## src/inc/flash_pin_cfg.svh

```systemverilog
`ifndef FLASH_PIN_CFG_SVH
`define FLASH_PIN_CFG_SVH

// pin sampling: {selectN, serialClk, io[3:0]}
`define PIN_COUNT 6
// reset at idle pin levels: select high, both pulled-up lines high,
// so write protect does not flicker on after reset
`define PIN_RESET 6'h2c
`define BYTE_BITS 4'h8
`define SHIFT_RESET 8'h00
`define PAGE_COUNT 3
`define LOCK_RESET 3'h0

`endif

```

## src/inc/flash_pin_pkg.sv

```systemverilog
package flash_pin_pkg;

  typedef enum logic [2:0] {
    XFER_CMD = 3'b000,
    XFER_SINGLE_OUT = 3'b001,
    XFER_DUAL_OUT = 3'b010,
    XFER_QUAD_OUT = 3'b011,
    XFER_QUAD_IN = 3'b100
  } xfer_type;

  typedef enum logic [1:0] {
    LINK_IDLE = 2'b00,
    LINK_ACTIVE = 2'b01,
    LINK_PAUSED = 2'b10,
    LINK_FINISH = 2'b11
  } link_type;

  function automatic logic [3:0] laneCount(input xfer_type m);
    case (m)
      XFER_DUAL_OUT: laneCount = 4'h2;
      XFER_QUAD_OUT, XFER_QUAD_IN: laneCount = 4'h4;
      default: laneCount = 4'h1;
    endcase
  endfunction : laneCount

  function automatic logic isQuad(input xfer_type m);
    isQuad = (m == XFER_QUAD_OUT) || (m == XFER_QUAD_IN);
  endfunction : isQuad

  function automatic logic drivesOut(input xfer_type m);
    drivesOut = (m == XFER_SINGLE_OUT) || (m == XFER_DUAL_OUT) ||
                (m == XFER_QUAD_OUT);
  endfunction : drivesOut

  function automatic logic [3:0] laneOe(input xfer_type m);
    case (m)
      XFER_SINGLE_OUT: laneOe = 4'h2;
      XFER_DUAL_OUT: laneOe = 4'h3;
      XFER_QUAD_OUT: laneOe = 4'hf;
      default: laneOe = 4'h0;
    endcase
  endfunction : laneOe

endpackage : flash_pin_pkg

```

## src/design/serial_flash_pin_interface.sv

```systemverilog
`timescale 1ns/1ps
`default_nettype none
`include "flash_pin_cfg.svh"

module serial_flash_pin_interface #(
  parameter int PAGES = `PAGE_COUNT
) (
  input wire logic clk, // 200 MHz system clock
  input wire logic sys_rst, // synchronous reset, high
  input wire logic clkEn, // freezes all state when low
  input wire logic selectN, // device select pin, low active
  input wire logic serialClk, // serial clock pin
  input wire logic [3:0] ioIn, // data pins as seen on the wire
  output logic [3:0] ioOut, // data pin drive values
  output logic [3:0] ioOe, // data pin drive enables
  input wire flash_pin_pkg::xfer_type xferMode, // core phase
  input wire logic [7:0] txByte, // next byte to send
  input wire logic progBusy, // internal program or erase
  input wire logic [PAGES-1:0] lockInit, // stored page locks
  input wire logic lockReq, // lock a page, pulse
  input wire logic progReq, // program a page, pulse
  input wire logic [1:0] pageSel, // security page index
  output logic [7:0] rxByte, // received byte
  output logic rxValid, // rxByte new, pulse
  output logic txTaken, // txByte consumed, pulse
  output logic frameStart, // frame opened, pulse
  output logic frameEnd, // frame closed, pulse
  output logic standby, // device in standby
  output logic writeProtect, // hardware protection held
  output logic [PAGES-1:0] pageLocked, // page lock state
  output logic progRefused // page program refused, pulse
);

  logic [5:0] pinS;
  logic selN;
  logic sclk;
  logic [3:0] ioS;
  logic sclkPrev;
  logic next_sclkPrev;
  logic rise;
  logic fall;
  logic pauseLow;

  flash_pin_pkg::link_type state;
  flash_pin_pkg::link_type next_state;
  logic next_standby;

  logic [7:0] rxShift;
  logic [7:0] next_rxShift;
  logic [3:0] rxCount;
  logic [3:0] next_rxCount;
  logic [7:0] next_rxByte;
  logic next_rxValid;
  logic [7:0] txShift;
  logic [7:0] next_txShift;
  logic [3:0] txCount;
  logic [3:0] next_txCount;
  logic [7:0] txCur;
  logic next_txTaken;
  logic [3:0] next_ioOut;
  logic [3:0] next_ioOe;
  logic next_frameStart;
  logic next_frameEnd;
  logic next_writeProtect;
  logic [3:0] lanes;
  logic inFrame;
  logic nextInFrame;

  pin_sync #(
    .WIDTH(`PIN_COUNT),
    .RESET_VAL(`PIN_RESET)
  ) u_sync (
    .clk(clk),
    .sys_rst(sys_rst),
    .clkEn(clkEn),
    .din({selectN, serialClk, ioIn}),
    .dout(pinS)
  );

  security_page_lock #(
    .PAGES(PAGES)
  ) u_lock (
    .clk(clk),
    .sys_rst(sys_rst),
    .clkEn(clkEn),
    .lockInit(lockInit),
    .lockReq(lockReq),
    .progReq(progReq),
    .pageSel(pageSel),
    .pageLocked(pageLocked),
    .progRefused(progRefused)
  );

  assign selN = pinS[5];
  assign sclk = pinS[4];
  assign ioS = pinS[3:0];
  assign rise = sclk && !sclkPrev;
  assign fall = !sclk && sclkPrev;
  assign lanes = flash_pin_pkg::laneCount(xferMode);
  // line three is the pause input only outside quad phases
  assign pauseLow = !ioS[3] && !flash_pin_pkg::isQuad(xferMode);
  assign inFrame = (state == flash_pin_pkg::LINK_ACTIVE) ||
                   (state == flash_pin_pkg::LINK_PAUSED);
  assign nextInFrame = (next_state == flash_pin_pkg::LINK_ACTIVE) ||
                       (next_state == flash_pin_pkg::LINK_PAUSED);

  always_comb
  begin
    next_state = state;
    unique case (state)
      flash_pin_pkg::LINK_IDLE:
      begin
        if (!selN)
          next_state = flash_pin_pkg::LINK_ACTIVE;
      end
      flash_pin_pkg::LINK_ACTIVE, flash_pin_pkg::LINK_PAUSED:
      begin
        if (selN)
          next_state = progBusy ? flash_pin_pkg::LINK_FINISH
                                : flash_pin_pkg::LINK_IDLE;
        else if (state == flash_pin_pkg::LINK_ACTIVE && pauseLow && !sclk)
          next_state = flash_pin_pkg::LINK_PAUSED;
        else if (state == flash_pin_pkg::LINK_PAUSED && !pauseLow)
          next_state = flash_pin_pkg::LINK_ACTIVE;
      end
      flash_pin_pkg::LINK_FINISH:
      begin
        if (!selN)
          next_state = flash_pin_pkg::LINK_ACTIVE;
        else if (!progBusy)
          next_state = flash_pin_pkg::LINK_IDLE;
      end
    endcase
    next_standby = (next_state == flash_pin_pkg::LINK_IDLE);
    next_sclkPrev = sclk;
  end

  always_ff @(posedge clk)
  begin
    if (sys_rst)
    begin
      state <= flash_pin_pkg::LINK_IDLE;
      standby <= 1'b1;
      sclkPrev <= 1'b0;
    end
    else if (clkEn)
    begin
      state <= next_state;
      standby <= next_standby;
      sclkPrev <= next_sclkPrev;
    end
  end

  always_comb
  begin
    next_rxShift = rxShift;
    next_rxCount = rxCount;
    next_rxByte = rxByte;
    next_rxValid = 1'b0;
    next_txShift = txShift;
    next_txCount = txCount;
    next_txTaken = 1'b0;
    next_ioOut = ioOut;
    next_ioOe = 4'h0;
    next_frameStart = 1'b0;
    next_frameEnd = 1'b0;
    next_writeProtect = writeProtect;
    txCur = (txCount == 4'h0) ? txByte : txShift;
    if (!inFrame && nextInFrame)
    begin
      // fresh frame: drop any partial byte of the last one
      next_frameStart = 1'b1;
      next_rxCount = 4'h0;
      next_txCount = 4'h0;
    end
    if (inFrame && !nextInFrame)
      next_frameEnd = 1'b1;
    // edges count only while selected and not paused
    if (state == flash_pin_pkg::LINK_ACTIVE &&
        next_state == flash_pin_pkg::LINK_ACTIVE)
    begin
      if (rise && !flash_pin_pkg::drivesOut(xferMode))
      begin
        if (xferMode == flash_pin_pkg::XFER_QUAD_IN)
          next_rxShift = {rxShift[3:0], ioS};
        else
          next_rxShift = {rxShift[6:0], ioS[0]};
        next_rxCount = rxCount + lanes;
        if (next_rxCount == `BYTE_BITS)
        begin
          next_rxByte = next_rxShift;
          next_rxValid = 1'b1;
          next_rxCount = 4'h0;
        end
      end
      if (fall && flash_pin_pkg::drivesOut(xferMode))
      begin
        next_txTaken = (txCount == 4'h0);
        unique case (xferMode)
          flash_pin_pkg::XFER_DUAL_OUT:
            next_ioOut[1:0] = txCur[7:6];
          flash_pin_pkg::XFER_QUAD_OUT:
            next_ioOut = txCur[7:4];
          default:
            next_ioOut[1] = txCur[7];
        endcase
        next_txShift = txCur << lanes;
        next_txCount = txCount + lanes;
        if (next_txCount == `BYTE_BITS)
          next_txCount = 4'h0;
      end
    end
    // host must have released its lanes by now
    if (next_state == flash_pin_pkg::LINK_ACTIVE)
      next_ioOe = flash_pin_pkg::laneOe(xferMode);
    // quad phases borrow line two, so the last level holds
    if (!flash_pin_pkg::isQuad(xferMode))
      next_writeProtect = !ioS[2];
  end

  always_ff @(posedge clk)
  begin
    if (sys_rst)
    begin
      rxShift <= `SHIFT_RESET;
      rxCount <= 4'h0;
      rxByte <= `SHIFT_RESET;
      rxValid <= 1'b0;
      txShift <= `SHIFT_RESET;
      txCount <= 4'h0;
      txTaken <= 1'b0;
      ioOut <= 4'h0;
      ioOe <= 4'h0;
      frameStart <= 1'b0;
      frameEnd <= 1'b0;
      writeProtect <= 1'b0;
    end
    else if (clkEn)
    begin
      rxShift <= next_rxShift;
      rxCount <= next_rxCount;
      rxByte <= next_rxByte;
      rxValid <= next_rxValid;
      txShift <= next_txShift;
      txCount <= next_txCount;
      txTaken <= next_txTaken;
      ioOut <= next_ioOut;
      ioOe <= next_ioOe;
      frameStart <= next_frameStart;
      frameEnd <= next_frameEnd;
      writeProtect <= next_writeProtect;
    end
  end
endmodule : serial_flash_pin_interface
`default_nettype wire

```

## src/design/pin_sync.sv

```systemverilog
`timescale 1ns/1ps
`default_nettype none
`include "flash_pin_cfg.svh"

module pin_sync #(
  parameter int WIDTH = `PIN_COUNT,
  parameter logic [WIDTH-1:0] RESET_VAL = `PIN_RESET
) (
  input wire logic clk, // system clock
  input wire logic sys_rst, // synchronous reset
  input wire logic clkEn, // freezes state when low
  input wire logic [WIDTH-1:0] din, // asynchronous pins
  output logic [WIDTH-1:0] dout // second stage
);

  logic [WIDTH-1:0] stage1;
  logic [WIDTH-1:0] next_stage1;
  logic [WIDTH-1:0] next_dout;

  // first stage feeds only the second
  always_comb
  begin
    next_stage1 = din;
    next_dout = stage1;
  end

  always_ff @(posedge clk)
  begin
    if (sys_rst)
    begin
      stage1 <= RESET_VAL;
      dout <= RESET_VAL;
    end
    else if (clkEn)
    begin
      stage1 <= next_stage1;
      dout <= next_dout;
    end
  end

endmodule : pin_sync
`default_nettype wire

```

## src/design/security_page_lock.sv

```systemverilog
`timescale 1ns/1ps
`default_nettype none
`include "flash_pin_cfg.svh"

module security_page_lock #(
  parameter int PAGES = `PAGE_COUNT
) (
  input wire logic clk, // system clock
  input wire logic sys_rst, // synchronous reset
  input wire logic clkEn, // freezes state when low
  input wire logic [PAGES-1:0] lockInit, // stored lock bits
  input wire logic lockReq, // lock pageSel, pulse
  input wire logic progReq, // program pageSel, pulse
  input wire logic [1:0] pageSel, // page index
  output logic [PAGES-1:0] pageLocked, // lock state
  output logic progRefused // program refused, pulse
);

  logic [PAGES-1:0] next_pageLocked;
  logic next_progRefused;
  logic selValid;

  always_comb
  begin
    selValid = 32'(pageSel) < PAGES;
    next_pageLocked = pageLocked;
    next_progRefused = 1'b0;
    // each page locks alone and never unlocks
    if (lockReq && selValid)
    begin
      next_pageLocked[pageSel] = 1'b1;
    end
    if (progReq)
    begin
      next_progRefused = !selValid || pageLocked[pageSel];
    end
  end

  // reset reloads the stored state, not a blank
  always_ff @(posedge clk)
  begin
    if (sys_rst)
    begin
      pageLocked <= lockInit;
      progRefused <= 1'b0;
    end
    else if (clkEn)
    begin
      pageLocked <= next_pageLocked;
      progRefused <= next_progRefused;
    end
  end
endmodule : security_page_lock
`default_nettype wire

```

## config.mk

```make
export PLATFORM = sky130hd
export DESIGN_NAME = serial_flash_pin_interface
export DESIGN_NICKNAME = d
export VERILOG_FILES = /design/src/inc/flash_pin_pkg.sv /design/src/design/serial_flash_pin_interface.sv /design/src/design/pin_sync.sv /design/src/design/security_page_lock.sv
export VERILOG_INCLUDE_DIRS = /design/src /design/src/inc
export SDC_FILE = /design/constraint.sdc
export NUM_CORES = 1
export LEC_CHECK = 0
export BUFFER_PORTS_ARGS = -buffer_cell sky130_fd_sc_hd__buf_2
export CAP_MARGIN = 10
export CORE_ASPECT_RATIO = 0.9
export CORE_MARGIN = 4
export CORE_UTILIZATION = 57
export DETAILED_ROUTE_END_ITERATION = 6
export PLACE_DENSITY = 0.8
export SLEW_MARGIN = 20
export SYNTH_ARGS = -nofsm -noshare
export SYNTH_HDL_FRONTEND = slang
export SYNTH_SLANG_ARGS = --single-unit
```

## constraint.sdc

```tcl
create_clock -name clk -period 5.12 [get_ports clk]
set_input_delay 1.024 -clock clk [delete_from_list [all_inputs] [get_ports clk]]
set_output_delay 1.024 -clock clk [all_outputs]
set_load 0.03 [all_outputs]
```

**After elaboration in Yosys (flattened, before gate mapping)**

Index checks and enable logic that the tools add are counted.

- Bitwise operators: 2
- Shift-type cells: 1
- Add/sub/neg operators: 2
- $lt $le $gt $ge: 3
- Equality and inequality tests: 11
- Multiplexer cells: 38
- Reduce and logical (&&, ||, !) cells: 44

Operators with widths:

| cell | number |
|---|---|
| $mux 4 | 9 |
| $mux 8 | 2 |
| $mux 2 | 7 |
| $logic_and 1x1->1 | 13 |
| $pmux 4 s3 | 1 |
| $reduce_and 4->1 | 3 |
| $mux 1 | 11 |
| $logic_not 1->1 | 10 |
| $mux 3 | 3 |
| $add 4x4->4 | 2 |
| $eq 4x4->1 const B | 2 |
| $shl 8x4->8 | 1 |
| $eq 2x2->1 const B | 3 |
| $eq 3x2->1 const B | 2 |
| $logic_or 1x1->1 | 6 |
| $pmux 2 s3 | 1 |
| $pmux 3 s2 | 1 |
| $reduce_and 3->1 | 2 |
| $reduce_bool 2->1 | 3 |
| $eq 2x1->1 const B | 2 |
| $logic_not 2->1 | 2 |
| $logic_not 4->1 | 1 |
| $reduce_and 2->1 | 2 |
| $reduce_or 2->1 | 2 |
| 10 further kinds | 10 |

- Output and inout bits: 26
- Register bits after elaboration: 64
- Logic and storage cells: 122

**Longest topological paths before layout**

- Word-level depth: 16
- Gate-level depth with buffers: 13
- Gate-level depth less buffers: 11

**By module**

A second synthesis with hierarchy kept.

- Cells, all modules: 361
- Area, all modules: 3,301.9 um^2

Modules (own cells, without submodules):

| module | instances | cells an instance | area each (um^2) |
|---|---|---|---|
| serial_flash_pin_interface | 1 | 300 | 2,643.8 |
| pin_sync | 1 | 39 | 444.2 |
| security_page_lock | 1 | 22 | 214.0 |

**Least setup slack after synthesis**

Ideal clock, no wire load.

- Path type: input to register
- From: input port xferMode[1]
- To: register rxByte[0]
- Slack: 1.115 ns
- Stages on the path: 13
- Arrival: 3.878 ns
- Path buffers: 2
- Data required time: 4.992 ns
- Cells stage by stage: or3b_1 buf_2 nand2_1 inv_1 ha_1 fa_1 xor2_1 or3_1 or4_4 nor4_4 buf_6 mux2i_1 nor2_1

- Longest elaborated chain between the ends: 13

RTL lines:

| element | RTL line | source |
|---|---|---|
| start, declared | serial_flash_pin_interface.sv:16 | `input wire flash_pin_pkg::xfer_type xferMode,` |
| $eq 3x2->1 / $eq 3x3->1 (equally long branches) | flash_pin_pkg.sv:19, flash_pin_pkg.sv:27, flash_pin_pkg.sv:32 |  |
| $logic_or 1x1->1 | flash_pin_pkg.sv:27 | `isQuad = (m == XFER_QUAD_OUT) \|\| (m == XFER_QUAD_IN);` |
| $logic_not 1->1 | - |  |
| $logic_and 1x1->1 | serial_flash_pin_interface.sv:101 | `assign pauseLow = !ioS[3] && !flash_pin_pkg::isQuad(xferMode);` |
| $logic_not 1->1 | serial_flash_pin_interface.sv:123 | `else if (state == flash_pin_pkg::LINK_PAUSED && !pauseLow)` |
| $logic_and 1x1->1 | serial_flash_pin_interface.sv:123 |  |
| $mux 2 | serial_flash_pin_interface.sv:123 |  |
| $mux 2 | serial_flash_pin_interface.sv:121 | `else if (state == flash_pin_pkg::LINK_ACTIVE && pauseLow && !sclk)` |
| $mux 2 | serial_flash_pin_interface.sv:118 | `if (selN)` |
| $pmux 2 s3 | serial_flash_pin_interface.sv:110 | `unique case (state)` |
| $eq 2x1->1 | serial_flash_pin_interface.sv:180 | `next_state == flash_pin_pkg::LINK_ACTIVE)` |
| $logic_and 1x1->1 | serial_flash_pin_interface.sv:179 | `if (state == flash_pin_pkg::LINK_ACTIVE &&` |
| $reduce_and 4->1 (no line) * | - |  |
| end signal, assigned | serial_flash_pin_interface.sv:227 | `` rxByte <= `SHIFT_RESET; `` |
| end signal, assigned | serial_flash_pin_interface.sv:242 | `rxByte <= next_rxByte;` |
| end, declared | serial_flash_pin_interface.sv:23 | `output logic [7:0] rxByte,` |

Mark *: on every way between the ends. The rest lies on a longest branch, timed or not.
A chain may end at the register's enable or synchronous reset.

**Worst setup path in the final report**

- From: input port xferMode[0]
- To: register rxByte[6]

- Longest elaborated chain between the ends: 13

RTL lines:

| element | RTL line |
|---|---|
| $eq 3x2->1 / $eq 3x3->1 (equally long branches) | - |
| $logic_or 1x1->1 | flash_pin_pkg.sv:27 |
| $logic_not 1->1 | - |
| $logic_and 1x1->1 | serial_flash_pin_interface.sv:101 |
| $logic_not 1->1 | serial_flash_pin_interface.sv:123 |
| $logic_and 1x1->1 | serial_flash_pin_interface.sv:123 |
| $mux 2 | serial_flash_pin_interface.sv:123 |
| $mux 2 | serial_flash_pin_interface.sv:121 |
| $mux 2 | serial_flash_pin_interface.sv:118 |
| $pmux 2 s3 | serial_flash_pin_interface.sv:110 |
| $eq 2x1->1 | serial_flash_pin_interface.sv:180 |
| $logic_and 1x1->1 | serial_flash_pin_interface.sv:179 |
| $reduce_and 4->1 (no line) | - |

Several ways; a longest one is shown, not always the timed one.

==> impl_metrics.ini <==
[route]
drt_wl_total_mm = 8.59
drtIter0Drc = 179
num_vias = 3024
viasPerCell = 6.01
drc = 0
ant_nets = 0
post_drt_wl_per_cell_um = 17.1
first_pass_iters = 5

[synthesis]
synth-async-reset-ratio = 0
synth_seq_area_share = 0.374
synth-xor-area-share = 0.00761
synth_compound_area_frac = 0.201
synthAdderAreaFrac = 0.0478
synth-edff-count = 3
yosys-top-cells-count = 60 x dfxtp_1, 45 x nor2_1, 42 x mux2i_1
synth_top_family_by_area = compound AO/OA/AOI/OAI gates
synth_top_area_frac = 0.348
synth_cell_type_count = 67
synth_area_leaders = dfxtp_1 35%, mux2i_1 12%, nor2_1 4.9%
synth_top_cell_by_area = dfxtp_1
syn_avg_cell_area_um2 = 9.14
synth_fp_nets = 418
syn-instance-count = 378
synth-simple-area-share = 0.193
ys_warn_count = 0
synth.most_common_cell = dfxtp_1
synthMuxAreaShare = 0.128
syn-cell-area_um2 = 3450
ys_ff_latch = 63
synth_ff_type = dfxtp_1

[grt]
grt_pass1_vias = 2834
track_usage = 0.240
grt_max_degree = 46
grt_pass1_wl_mm = 13.9
antenna_found_initial = 0
gr-total-overflow = 0

[power_and_ir_drop]
finalPower_uw = 1140
power_density_nw_per_um2 = 287
peakVddDrop_mv = 0.224
leakagePower_uw = 0.00178

[clock_tree]
cts_buffers = 9
cts_resized = 0
cts_tree = yes
clock_sinks = 63
cts_setup_buffers = 0
htree_levels = 3
hold_buffers = 0
cts.clk_slew.worst_paths_ns = 0.07
clock_latency_ns = 0.35
cts_max_path_buffers = 2
clock-root-buffer = clkbuf_8

[cells_and_area]
layout-drive-gt1-share = 0.217
area_growth_pct = 15.4
nets = 468
final_area_um2 = 3990
n_fill_cell = 480
diodes = 0

[setup_path]
path_max_fanout = 15
crit_path_end_kind = flop
critPathKind = input port to flop
worstPathRequired_ns = 5.33
setup.worst_path.start_class = input port
arrival_ns = 4.49

[floorplan]
die_y_um = 81.9
rows = 26
dieWidth_um = 90.1
start_util = 0.597
ios = 54
core-area_um2 = 5790
dieArea_um2 = 7370

[timing]
period_needed_ns = 4.28
setup_violations = 0
finClkSkew_ns = 0.00632
setup_tns_ns = 0
max_freq_mhz = 234
tightestPinTransition_ns = 1.03
slew_violations = 0
finalHoldViolations = 0
fin_hold_ws_ns = 0.472
rsz0062_at_grt = false
min_period_over_period = 0.835
maxSlewHeadroom = 0.309

[placement]
placed_cell_area_um2 = 3760
io_buffers = 53
place_congestion = 0.914
hpwl_mm = 6.04

[run]
maxCapViolations = 0

[min_path]
worstHoldPathType = flop to flop

[outcome]
status = completed
-- cell type report --
class / instances / area (µm²) / area share
clock inverters: 5 / 81.3 / 0.0204
repair buffers: 60 / 318 / 0.0797
well taps: 70 / 87.6 / 0.0220
clock buffers: 11 / 141 / 0.0355
multi-input cells: 277 / 2000 / 0.502
flip-flops and latches: 63 / 1290 / 0.324
inverters: 17 / 63.8 / 0.0160
-- metrics by stage --
stage | std cells | setup WS (ns) | utilization
floorplan | 378 | 1.11 | -
global placement | 487 | 0.657 | 0.650
detailed placement | 487 | 0.516 | 0.650
CTS | 503 | 0.842 | 0.688
global route | 503 | 0.673 | 0.688
finish | 503 | 0.843 | 0.688
-- placed cells by master, fill, tap and decap left out, types with 2 or more instances in the layout --
cell        n
a211oi_1   12
a21o_1      3
a21oi_1    17
a22o_1      3
a22oi_1     8
a311oi_1    3
a31o_2      2
and2_1      8
and3_1      3
buf_2      53
buf_4       7
bufinv_16   2
clkbuf_8   10
dfxtp_1    60
edfxtp_1    3
fa_1        2
ha_1       10
inv_1      16
mux2_2      2
mux2i_1    42
nand2_1    33
nand2b_1    5
nand3_1     8
nor2_1     45
nor3_1      2
nor3b_1     3
nor4_4      3
o211a_1     2
o211ai_1    4
o21a_1      2
o21ai_0     8
o22ai_1     4
o32a_1      2
o32ai_1     2
or3_1       6
or3b_1      2
xor2_1      2
-- report_power, final --
group          leakage, µW  switching, µW  total [µW]  internal (µW)
sequential        0.000515           8.58         513            505
clock             0.000110            202         489            288
combinational      0.00116           90.4         140           50.1
-- critical path: stages --
cell     delay (ns)
buf_2          0.19
or3b_1         0.61
nand2_1        0.23
inv_1          0.09
ha_1           0.22
fa_1           0.39
xor2_1         0.19
or3_1          0.34
or4_4          0.54
nor4_4         0.15
buf_4          0.24
mux2i_1        0.21
nor2_1         0.06
-- flip-flops by register name (all words and copies together) (netlist names) --
name	flops
rxValid	1
rxByte	8
u_sync.dout	6
ioOe	3
frameEnd	1
txShift	8
sclkPrev	1
u_lock.pageLocked	3
state	2
txCount	4
u_sync.next_dout	6
standby	1
rxShift	7
rxCount	4
ioOut	4
txTaken	1
writeProtect	1
frameStart	1
u_lock.progRefused	1
-- layer usage --
layer	part of all wire	routed length (µm)	vias to the layer above	GRT usage
met3	0.055	470	17	0.0668
met4	0.019	167	0	0.0780
met1	0.46	3980	1435	0.305
met2	0.46	3970	103	0.400
met5	0	0	-	0
li1	-	-	1469	-
-- final timing paths --
path                       from                  to  slack, ns  cells past startpoint
min reg2reg  u_lock.progRefused  u_lock.progRefused       0.47                      2
max reg2reg            state[1]          txShift[3]       1.88                      9
min          u_lock.progRefused  u_lock.progRefused       0.47                      2
max                 xferMode[0]           rxByte[6]       0.84                     13
-- cells by family after synthesis --
kind of cell,Yosys count
AND/OR/NAND/NOR,128
AO/OA/AOI/OAI,90
flip-flops,63
multiplexers,44
buffers and inverters,38
adder cells (fa/ha/maj),12
XOR/XNOR,3
Note: power is estimated with default switching activity, not from simulation.
